## src/rtl/rx_ring_map.svh

```systemverilog
// Register offsets, reset values and field positions of the receive ring pointer block.
`ifndef RX_RING_MAP_SVH
`define RX_RING_MAP_SVH
`define RING_START_OFS 8'h00
`define RING_STOP_OFS 8'h04
`define RING_BNDRY_OFS 8'h08
`define RX_CUR_OFS 8'h0C
`define LDMA_LOW_OFS 8'h10
`define LDMA_HIGH_OFS 8'h14
`define FRAMES_LOST_OFS 8'h18
`define RX_STATUS_OFS 8'h1C
`define RING_START_RST 8'h40
`define RING_STOP_RST 8'h80
`define RING_BNDRY_RST 8'h40
`define RX_CUR_RST 8'h40
`define TALLY_MAX 8'hC0
`define ST_ACTIVE_BIT 0
`define ST_ABORT_BIT 1
`endif

```

## src/rtl/rx_ring_pkg.sv

```systemverilog
// Types shared by the receive ring pointer block.
package rx_ring_pkg;
  typedef enum logic [1:0] {
    rx_idle,
    rx_active,
    rx_abort
  } rx_state_t;
endpackage : rx_ring_pkg

```

## src/rtl/rx_ring_dma.sv

```systemverilog
// Receive ring buffer pointer logic with an AHB-Lite register slave.
//
// Behaviour
// - Ring start and stop registers supply only address bits 15 to 8.
// - Each buffer is a 256-byte page; low address byte starts at zero.
// - On each page link the next page is compared with the boundary register.
// - A next page equal to the boundary aborts the receive DMA.
// - Current page register holds the first page of the next packet.
// - A receive error restores the DMA pointer from the current page register.
// - Local DMA address readable as high byte and low byte registers.
// - Every register is accessed as an 8-bit register.
// - A packet lost for lack of pages increments the frames-lost tally.
`timescale 1ns/100ps
`include "rx_ring_map.svh"
module rx_ring_dma
  import rx_ring_pkg::*;
#(
  parameter int ADDR_W = 16
) (
  // Clock and reset.
  input wire logic hclk,
  input wire logic hresetn,
  // AHB-Lite slave.
  input wire logic hsel,
  input wire logic [7:0] haddr,
  input wire logic [1:0] htrans,
  input wire logic hwrite,
  input wire logic [2:0] hsize,
  input wire logic [31:0] hwdata,
  input wire logic hready,
  output logic [31:0] hrdata,
  output logic hreadyout,
  output logic hresp,
  // Receive data path.
  input wire logic pkt_start,
  input wire logic byte_wr,
  input wire logic pkt_good,
  input wire logic pkt_error,
  output logic [ADDR_W-1:0] mem_addr,
  output logic mem_we,
  output logic rx_abort_o
);

  // The pointer is one page byte and one offset byte, so only a 16-bit address fits.
  if (ADDR_W != 16) begin : g_width_check
    $error("ADDR_W must be 16.");
  end

  logic [7:0] start_q;
  logic [7:0] stop_q;
  logic [7:0] bndry_q;
  logic [7:0] cur_q;
  logic [7:0] page_q;
  logic [7:0] low_q;
  logic [7:0] tally_q;
  rx_state_t state_q;
  rx_state_t state_d;
  logic wr_pend_q;
  logic [7:0] wr_addr_q;
  logic [7:0] rd_addr_q;
  logic rd_pend_q;

  // Bus decode.
  wire addr_ph = hsel && htrans[1] && hready;
  wire wr_take = addr_ph && hwrite;
  wire rd_take = addr_ph && !hwrite;
  wire [7:0] wdata = hwdata[7:0];
  wire wr_start = wr_pend_q && (wr_addr_q == `RING_START_OFS);
  wire wr_stop = wr_pend_q && (wr_addr_q == `RING_STOP_OFS);
  wire wr_bndry = wr_pend_q && (wr_addr_q == `RING_BNDRY_OFS);
  wire wr_cur = wr_pend_q && (wr_addr_q == `RX_CUR_OFS);
  wire rd_tally = rd_pend_q && (rd_addr_q == `FRAMES_LOST_OFS);

  // Page linking: wrap at ring stop, then check against boundary.
  wire page_end = byte_wr && (state_q == rx_active) && (low_q == 8'hFF);
  wire [7:0] page_inc = page_q + 8'h01;
  wire [7:0] next_page = (page_inc == stop_q) ? start_q : page_inc;
  wire hit_bndry = page_end && (next_page == bndry_q);
  wire no_room = pkt_start && (state_q == rx_idle) && (cur_q == bndry_q);
  wire lost = hit_bndry || no_room;

  always_comb begin
    state_d = state_q;
    unique case (state_q)
      rx_idle: if (pkt_start && !no_room) state_d = rx_active;
      rx_active: begin
        if (hit_bndry) begin
          state_d = rx_abort;
        end else if (pkt_error || pkt_good) begin
          state_d = rx_idle;
        end
      end
      rx_abort: state_d = rx_idle;
      default: state_d = rx_idle;
    endcase
  end

  always_ff @(posedge hclk or negedge hresetn) begin
    if (!hresetn) begin
      state_q <= rx_idle;
    end else begin
      state_q <= state_d;
    end
  end

  // Ring registers, written by software; only page bits are held.
  always_ff @(posedge hclk or negedge hresetn) begin
    if (!hresetn) begin
      start_q <= `RING_START_RST;
      stop_q <= `RING_STOP_RST;
      bndry_q <= `RING_BNDRY_RST;
    end else begin
      if (wr_start) start_q <= wdata;
      if (wr_stop) stop_q <= wdata;
      if (wr_bndry) bndry_q <= wdata;
    end
  end

  // Current page is loaded by a software write, and otherwise advances only when a packet completes good.
  always_ff @(posedge hclk or negedge hresetn) begin
    if (!hresetn) begin
      cur_q <= `RX_CUR_RST;
    end else if (wr_cur) begin
      cur_q <= wdata;
    end else if ((state_q == rx_active) && pkt_good && !pkt_error && !hit_bndry) begin
      cur_q <= page_end ? next_page : ((low_q == 8'h00) ? page_q : next_page);
    end
  end

  // Local DMA pointer.
  always_ff @(posedge hclk or negedge hresetn) begin
    if (!hresetn) begin
      page_q <= `RX_CUR_RST;
      low_q <= 8'h00;
    end else if (state_q == rx_idle) begin
      page_q <= wr_cur ? wdata : cur_q;
      low_q <= 8'h00;
    end else if (pkt_error || hit_bndry) begin
      page_q <= cur_q;
      low_q <= 8'h00;
    end else if (byte_wr && (state_q == rx_active)) begin
      low_q <= low_q + 8'h01;
      if (page_end) page_q <= next_page;
    end
  end

  // Frames-lost tally, saturating, cleared on read; a loss in the same cycle as the clear loads one.
  always_ff @(posedge hclk or negedge hresetn) begin
    if (!hresetn) begin
      tally_q <= 8'h00;
    end else if (lost && (rd_tally || tally_q != `TALLY_MAX)) begin
      tally_q <= rd_tally ? 8'h01 : tally_q + 8'h01;
    end else if (rd_tally) begin
      tally_q <= 8'h00;
    end
  end

  // Bus pipeline registers.
  always_ff @(posedge hclk or negedge hresetn) begin
    if (!hresetn) begin
      wr_pend_q <= 1'b0;
      rd_pend_q <= 1'b0;
      wr_addr_q <= 8'h00;
      rd_addr_q <= 8'h00;
    end else begin
      wr_pend_q <= wr_take;
      rd_pend_q <= rd_take;
      if (addr_ph) wr_addr_q <= haddr;
      if (addr_ph) rd_addr_q <= haddr;
    end
  end

  // Read data registered one cycle after the address phase.
  wire [7:0] status = {6'h00, state_q == rx_abort, state_q == rx_active};
  wire [7:0] rd_mux =
    (haddr == `RING_START_OFS) ? start_q :
    (haddr == `RING_STOP_OFS) ? stop_q :
    (haddr == `RING_BNDRY_OFS) ? bndry_q :
    (haddr == `RX_CUR_OFS) ? cur_q :
    (haddr == `LDMA_LOW_OFS) ? low_q :
    (haddr == `LDMA_HIGH_OFS) ? page_q :
    (haddr == `FRAMES_LOST_OFS) ? tally_q :
    (haddr == `RX_STATUS_OFS) ? status : 8'h00;

  always_ff @(posedge hclk or negedge hresetn) begin
    if (!hresetn) begin
      hrdata <= 32'h0000_0000;
    end else if (rd_take) begin
      hrdata <= {24'h00_0000, rd_mux};
    end
  end

  assign hreadyout = 1'b1;
  assign hresp = 1'b0;
  assign mem_addr = {page_q, low_q};
  assign mem_we = byte_wr && (state_q == rx_active);
  assign rx_abort_o = hit_bndry;

  // Assertions.
  property p_wrap;
    @(posedge hclk) disable iff (!hresetn)
      page_end && !hit_bndry && !pkt_error && (page_q + 8'h01 == stop_q)
      |=> page_q == $past(start_q);
  endproperty
  a_wrap: assert property (p_wrap) else $error("Page did not wrap to ring start.");

  property p_abort;
    @(posedge hclk) disable iff (!hresetn)
      hit_bndry |=> (state_q == rx_abort) && (page_q == $past(cur_q));
  endproperty
  a_abort: assert property (p_abort) else $error("Boundary hit did not abort.");

  property p_restore;
    @(posedge hclk) disable iff (!hresetn)
      (state_q == rx_active) && pkt_error |=> page_q == $past(cur_q) && low_q == 8'h00;
  endproperty
  a_restore: assert property (p_restore) else $error("Error did not restore pointer.");

  property p_low_inc;
    @(posedge hclk) disable iff (!hresetn)
      mem_we && !pkt_error && !hit_bndry |=> low_q == $past(low_q) + 8'h01;
  endproperty
  a_low_inc: assert property (p_low_inc) else $error("Low byte did not step.");

  property p_new_page_low;
    @(posedge hclk) disable iff (!hresetn)
      page_end |=> low_q == 8'h00;
  endproperty
  a_new_page_low: assert property (p_new_page_low) else $error("Page start not zero.");

  property p_tally;
    @(posedge hclk) disable iff (!hresetn)
      lost && !rd_tally && tally_q < `TALLY_MAX |=> tally_q == $past(tally_q) + 8'h01;
  endproperty
  a_tally: assert property (p_tally) else $error("Frames lost tally missed.");

  property p_start_wr;
    @(posedge hclk) disable iff (!hresetn)
      wr_start |=> start_q == $past(hwdata[7:0]);
  endproperty
  a_start_wr: assert property (p_start_wr) else $error("Ring start write lost.");

  property p_cmp;
    @(posedge hclk) disable iff (!hresetn)
      page_end && (next_page != bndry_q) && !pkt_error && !pkt_good |=> state_q == rx_active;
  endproperty
  a_cmp: assert property (p_cmp) else $error("Abort without boundary match.");

  property p_read;
    @(posedge hclk) disable iff (!hresetn)
      rd_take && haddr == `LDMA_HIGH_OFS |=> hrdata == {24'h00_0000, $past(page_q)};
  endproperty
  a_read: assert property (p_read) else $error("High address readback wrong.");

  property p_cur_good;
    @(posedge hclk) disable iff (!hresetn)
      (state_q == rx_active) && pkt_good && !pkt_error && !wr_cur && !page_end
      && low_q != 8'h00 |=> cur_q == $past(next_page);
  endproperty
  a_cur_good: assert property (p_cur_good) else $error("Current page not advanced.");

  property p_abort_one;
    @(posedge hclk) disable iff (!hresetn)
      state_q == rx_abort |=> state_q == rx_idle;
  endproperty
  a_abort_one: assert property (p_abort_one) else $error("Abort state held too long.");

  property p_no_room;
    @(posedge hclk) disable iff (!hresetn)
      no_room |=> state_q == rx_idle;
  endproperty
  a_no_room: assert property (p_no_room) else $error("Packet taken without room.");

  property p_idle_zero;
    @(posedge hclk) disable iff (!hresetn)
      state_q == rx_idle |=> low_q == 8'h00;
  endproperty
  a_idle_zero: assert property (p_idle_zero) else $error("Low byte not zero when idle.");

  property p_cur_hold;
    @(posedge hclk) disable iff (!hresetn)
      (state_q == rx_active) && !pkt_good && !wr_cur |=> $stable(cur_q);
  endproperty
  a_cur_hold: assert property (p_cur_hold) else $error("Current page moved mid packet.");

  property p_page_step;
    @(posedge hclk) disable iff (!hresetn)
      page_end && !hit_bndry && !pkt_error |=> page_q == $past(next_page);
  endproperty
  a_page_step: assert property (p_page_step) else $error("Page did not link.");

  property p_byte_wide;
    @(posedge hclk) disable iff (!hresetn)
      rd_take |=> hrdata[31:8] == 24'h00_0000;
  endproperty
  a_byte_wide: assert property (p_byte_wide) else $error("Read data wider than a byte.");

  property p_tally_sat;
    @(posedge hclk) disable iff (!hresetn)
      tally_q <= `TALLY_MAX;
  endproperty
  a_tally_sat: assert property (p_tally_sat) else $error("Frames lost tally overran.");

  c_wrap: cover property (@(posedge hclk) page_end && page_inc == stop_q);
  c_abort: cover property (@(posedge hclk) hit_bndry);
  c_err: cover property (@(posedge hclk) state_q == rx_active && pkt_error);
  c_lost: cover property (@(posedge hclk) no_room);

endmodule : rx_ring_dma

```

## config.mk

```make
export PLATFORM = sky130hd
export DESIGN_NAME = rx_ring_dma
export DESIGN_NICKNAME = d
export VERILOG_FILES = /design/src/rtl/rx_ring_pkg.sv /design/src/rtl/rx_ring_dma.sv
export VERILOG_INCLUDE_DIRS = /design/src /design/src/rtl
export SDC_FILE = /design/constraint.sdc
export NUM_CORES = 1
export LEC_CHECK = 0
export ABC_AREA = 1
export BUFFER_PORTS_ARGS = -buffer_cell sky130_fd_sc_hd__buf_2
export CAP_MARGIN = 40
export CORE_MARGIN = 8
export CORE_UTILIZATION = 40
export DETAILED_ROUTE_END_ITERATION = 8
export GPL_ROUTABILITY_DRIVEN = 1
export PLACE_DENSITY = 0.66
export SKIP_LAST_GASP = 1
export SYNTH_ARGS = -nofsm -noshare
export SYNTH_HDL_FRONTEND = slang
export SYNTH_SLANG_ARGS = --single-unit
```

## constraint.sdc

```tcl
create_clock -name hclk -period 2.45 [get_ports hclk]
set_input_delay 0 -clock hclk [delete_from_list [all_inputs] [get_ports hclk]]
set_output_delay 0 -clock hclk [all_outputs]
set_load 0.05 [all_outputs]
```

==> flow_summary.toml, run 1 <==
[routing]
drt_iter0_drc = 527
totalWireLength_um = 18600
vias = 5839
drt-vias-per-instance = 5.22
wl_per_cell_um = 16.6
antenna_left = 0
first_pass_iters = 5
drc_errors = 0

[timing]
period_minus_slack_ps = 2870
clock_skew_ps = 5.22
slew_violations = 0
setup_viol = 34
finalHoldViolCount = 1
setup_slack_ps = -420
tightest_slew_ps = 580
fmax_mhz = 348
maxSlewHeadroom_pct = 61.2
period_share_pct = 117
hold_slack_ps = -12.1
finalSetupTns_ps = -10820
rsz0062_at_grt = "yes"

[worst_setup_path]
path_max_fanout = 7
reg2reg_to = "cur_q[5]"
path_class = "flip-flop to output port"
startpoint_type = "flip-flop"
rr_worst_depth = 19
crit_path_end_kind = "output port"
reg2reg_slack_ps = -390
required_ps = 2450
worst-endpoint-arrival_ps = 2870
r2r-start = "page_q[0]"

[layout]
area_growth_pct = 33.2
nets = 993
diodes = 0
layoutNonFillerInstCount = 1119
final_area_mm2 = 0.00747
drive_gt1_share_pct = 29.9

[floorplan]
die_area_mm2 = 0.0181
die_w_um = 134
die_y_um = 134
start_util_pct = 40.7
rows = 43
ios = 106
core_area_mm2 = 0.0138

[clock_network]
cts_max_level = 3
tritoncts = "yes"
cts_buffers = 9
root_buffer = "clkbuf_16"
cts.clk_slew.worst_paths_ps = 60
clockBufferDepth = 2
insertion_delay_ps = 350
cts.sinks = 76

[status]
violations = "hold timing, setup timing"
status = "finished, violations left"

[pwr]
power_density_mw_per_mm2 = 1010
max-vdd-ir-drop_uv = 414
p_comb_share_pct = 53.9
netSwitchingFraction_pct = 45.1
p_sw_uw = 3410
power_leakage_uw = 0.00387
seqPwrFrac_pct = 25.1
pwr-share-clk_pct = 20.9
cell_internal_pwr_uw = 4140

[synth]
synth_ff_type = "dfrtp_1"
synth_cell_types = 49
syn_area_per_cell_um2 = 7.00
ys_seq_elements = 76
synthTopCellsByArea = "dfrtp_1 (32%), nand2_1 (13%), inv_1 (7.8%), nand3_1 (7.5%), o21ai_0 (4.9%)"
async_flop_share_pct = 100
ys.warnings.count = 0
syn_inst = 801
synth_edf_count = 0
synth_top_area_cell = "dfrtp_1"
synth.top_cell.area_share_pct = 31.7
seq_area_frac_synth_pct = 34.0
synth_area_mm2 = 0.00561

[worst_hold_path]
holdCritStartpoint = "hwdata[7]"
worstHoldPathCells = 3
holdPathEnd = "stop_q[7]"
hold_class = "input port to flip-flop"

[global_routing]
grt_max_degree = 40
first_global_vias = 5616
overflow = 0
antenna_found_initial = 0
track_usage_pct = 20.9
grt_pass1_wl_um = 29600

[placement]
post-dp-hpwl_um = 14200
place_inst = 1080
io_buffers = 51
gp_congestion = 0.980
place_area_mm2 = 0.00653

[flow_run]
cap_violations = 0
-- critical path: stages (launching register included) --
cell and delay, ps:
dfrtp_4 510, ha_4 280, xnor2_1 100, nand2_1 90, nor2_2 130, nand2_2 90
a21oi_2 140, buf_4 180, buf_4 130, nand3_4 90, nand3_4 90, nand2_2 50
nor2_2 120, nand3_4 90, buf_6 130, nor2_4 130, buf_8 160
-- layer usage --
metal	global-route usage, %	wire (um)
met5	0	0
met4	7.92	657
met3	4.67	1020
met2	33.9	8850
met1	26.5	8070
-- state kept, by name (all words and copies together) (netlist names) --
| register | count |
|---|---|
| stop_q | 8 |
| low_q | 8 |
| tally_q | 8 |
| state_q | 2 |
| wr_pend_q | 1 |
| bndry_q | 8 |
| rd_addr_q | 8 |
| hrdata | 8 |
| rd_pend_q | 1 |
| page_q | 8 |
| cur_q | 8 |
| start_q | 8 |
-- power groups by stage --
| stage | Combinational, uW | Clock (uW) | Sequential, uW |
|---|---|---|---|
| detailed placement | 3480 | 0 | 1910 |
| global route | 4450 | 1660 | 1920 |
| global placement | 3470 | 0 | 1900 |
| floorplan | 2080 | 0 | 2060 |
| CTS | 3580 | 1600 | 1890 |
| finish | 4070 | 1580 | 1900 |
-- repair_timing --
item                                   in CTS  in global routing
pin swaps                                   4                 25
endpoints found under the hold margin      51                  0
hold buffers                               11                  0
resized for setup                          11                 79
setup buffers                               0                  9
gates cloned                                3                  1
setup endpoints to repair                  34                 35
-- final cells by class --
cell class	instances	area, um2
clock buffers	12	256
clock inverters	4	95.1
fillers	1376	6300
inverters	122	460
multi-input cells	587	3460
flip-flops and latches	76	1920
well taps	180	225
repair buffers	138	1050
-- metrics by stage --
stage                     util, %  power [uW]  setup WS, ps
after detailed placement     47.4        5390          -385
after global routing         54.3        8030          -551
final                        54.3        7550          -420
after global placement       47.2        5370          -376
after floorplan                 -        4140          -145
after CTS                    51.3        7070          -447
-- worst max path at each step --
stage	end	slack (ps)	depth (start not counted)	start
5_1_grt	rx_abort_o	-550	18	page_q[0]
2_1_floorplan	tally_q[0]	-140	20	page_q[1]
3_5_place_dp	cur_q[4]	-380	19	page_q[0]
3_3_place_gp	cur_q[0]	-380	19	page_q[0]
6_report	rx_abort_o	-420	16	page_q[0]
4_1_cts	rx_abort_o	-450	19	page_q[1]
-- cells in the mapped netlist (2+ instances only) --
cell type  instances
a221oi_1           5
nand4_1           11
buf_6              2
mux2_2             3
o22ai_1            2
dfstp_2            5
dfrtp_1           71
xor2_1             8
o2111ai_1          2
clkbuf_1          11
nand3_2           21
nor3_1            15
nand3_1           84
inv_2              3
nor2_1            65
nor4_1             5
nor2_8             2
inv_1            117
ha_1               5
or2_1              2
o221ai_1           5
o31ai_1            3
nor2_4             2
nor3b_1            3
a21oi_1           14
conb_1             2
o21ai_0           55
xnor2_1            4
nor2_2             4
nand2_2           17
nand2_1          195
nand3b_1           3
clkinv_1           2
o211ai_1           9
buf_2              2
nand3_4            3
buf_4             27
-- layout by cell type (no fill, tap or decap), drive strengths merged, types with 8 or more instances in the layout --
cell type / netlist / final
nand2: 214 / 214
nor2: 73 / 74
a21oi: 14 / 14
nor3: 16 / 16
nand3: 108 / 110
dlygate4sd3: 0 / 11
conb: 2 / 26
o211ai: 9 / 9
xor2: 8 / 8
dfrtp: 71 / 71
o21ai: 56 / 56
nand4: 11 / 11
clkbuf: 12 / 13
inv: 120 / 120
buf: 31 / 126
-- cells by family (layout without fill, tap and decap cells) --
kind of cell               after synthesis  in the layout  synth area share, %
adders and majority gates                5              5                 1.12
AOI/OAI and AO/OA                      100            100                 10.7
other                                    2             26                0.134
and+or+nand+nor                        438            441                 38.3
muxes                                    3              3                0.602
xor gates and xnor gates                12             12                 1.87
buffers and inverters                  165            276                 13.2
DFF                                     76             76                 34.0
(Power assumes the default switching activity.)
==> run 2, diff against run 1 <==
--- a/config.mk
+++ b/config.mk
@@ -13,6 +13,7 @@
 export CORE_UTILIZATION = 40
 export DETAILED_ROUTE_END_ITERATION = 8
 export GPL_ROUTABILITY_DRIVEN = 1
+export MAX_ROUTING_LAYER = met4
 export PLACE_DENSITY = 0.66
 export SKIP_LAST_GASP = 1
 export SYNTH_ARGS = -nofsm -noshare
==> run 2 against run 1 <==
The flow finishes with violations (setup timing). Count of clock-buffer cells in the layout up 3. Final area up 1.3%. Core utilization up 0.68 points. Critical endpoint is now cur_q[3]. Largest cell class unchanged. Highest routed layer unchanged.
==> flow_summary.toml, run 2 (synthesized netlist as in run 1, its figures left out) <==
[timing]
hold_slack_ps = 15.8
period_minus_slack_ps = 2890
finalHoldViolCount = 0
slew_violations = 0
period_share_pct = 118
rsz0062_at_grt = "yes"
maxSlewHeadroom_pct = 60.7
clock_skew_ps = 5.59
setup_viol = 35
tightest_slew_ps = 589
fmax_mhz = 347
setup_slack_ps = -436

[clock_network]
cts_max_level = 3
insertion_delay_ps = 350
tritoncts = "yes"
cts.clk_slew.worst_paths_ps = 60
root_buffer = "clkbuf_16"
cts_buffers = 9
clockBufferDepth = 2
cts.sinks = 76

[worst_setup_path]
worst-endpoint-arrival_ps = 3130
rr_worst_depth = 22
startpoint_type = "flip-flop"
required_ps = 2690
path_class = "flip-flop to flip-flop"
path_max_fanout = 8
r2r-start = "page_q[1]"
reg2reg_slack_ps = -440
reg2reg_to = "cur_q[3]"
crit_path_end_kind = "flip-flop"
worstSetupStartpoint = "page_q[1]"
critPathCapture = "cur_q[3]"

[layout]
fillerInstances = 1365
area_growth_pct = 34.9
drive_gt1_share_pct = 31.3
nets = 999
diodes = 0
final_common_cell = "nand2_1"
utilization_pct = 54.9
final_cell_mix = "nand2_1 (162), inv_1 (117), buf_4 (70), dfrtp_1 (65), nand3_1 (63)"

[global_routing]
antenna_found_initial = 0
grt_pass1_wl_um = 30000
grt_max_degree = 40
first_global_vias = 5693
overflow = 0
track_usage_pct = 21.9

[placement]
post-dp-hpwl_um = 14300
gp_congestion = 0.995
dp_slack_ps = -350
io_buffers = 51

[floorplan]
ios = 106
rows = 43
core_area_mm2 = 0.0138
die_w_um = 134
die_y_um = 134
die_area_mm2 = 0.0181
start_util_pct = 40.7

[routing]
drc_errors = 0
antenna_left = 0
vias = 5807
drt-vias-per-instance = 5.16
totalWireLength_um = 18900
first_pass_iters = 7
drt_iter0_drc = 534
wl_per_cell_um = 16.8

[worst_hold_path]
hold_class = "input port to flip-flop"

[pwr]
max-vdd-ir-drop_uv = 470
power_density_mw_per_mm2 = 998
power_leakage_uw = 0.00392

[status]
violations = "setup timing"
status = "finished, violations left"

[flow_run]
cap_violations = 0
run 2: stage by stage:
stage	setup TNS, ps	power [uW]	std cells	cell area, um2
4_1_cts	-11790	7060	1115	7230
3_5_place_dp	-9300	5380	1077	6490
2_1_floorplan	-3020	4140	825	5780
6_report	-12700	7550	1125	7570
3_3_place_gp	-8570	5360	1076	6470
5_1_grt	-17930	8020	1125	7570
run 2: cell type report:
cell class / count / area (um2) / share of cell area (%)
clock inverters: 1 / 5.00 / 0.0661
multi-input cells: 587 / 3560 / 47.1
repair buffers: 144 / 1110 / 14.7
flip-flops and latches: 76 / 1920 / 25.4
clock buffers: 15 / 278 / 3.67
inverters: 122 / 458 / 6.05
well taps: 180 / 225 / 2.98
run 2: worst max-delay path: stages, from the launching register on:
cell	delay, ps
dfrtp_2	430
ha_4	190
nand2_4	70
nor2_4	180
nand2_2	80
nand3_2	90
nand2_4	60
nor2_4	120
nand2_2	70
nor2_4	150
buf_12	150
nand3_2	90
nand2_2	70
nand2_1	70
nand2_2	120
nor2_4	50
nand3_4	70
o21bai_4	80
buf_12	150
nor2_8	190
nand2_8	130
nand2_4	90
nand3_2	60
run 2: power breakdown:
part,internal [uW],switching [uW],total [uW]
logic,1710,2660,4370
registers,1550,347,1890
clock network,768,519,1290
run 2: worst min path at each step:
stage	startpoint	to	slack, ps	depth (start not counted)
after global routing	haddr[3]	rd_addr_q[3]	40	3
after floorplan	hresetn	bndry_q[0]	-300	0
final	hwdata[4]	start_q[4]	20	3
after detailed placement	hresetn	rd_addr_q[1]	-0.9	1
after global placement	hresetn	rd_addr_q[6]	220	1
after CTS	haddr[2]	rd_addr_q[2]	5	3
run 2: metal layers:
layer	wire length (um)	track usage, %
met1	8110	26.4
met2	8970	34.7
met3	1170	5.01
met4	678	8.80
met5	0	-
run 2: repair_timing:
action	CTS	global route
pin swaps	10	17
hold buffers	12	0
cloned	5	0
resized for setup	50	63
buffers inserted	5	11
endpoints found under the setup margin	34	35
endpoints found under the hold margin	55	0
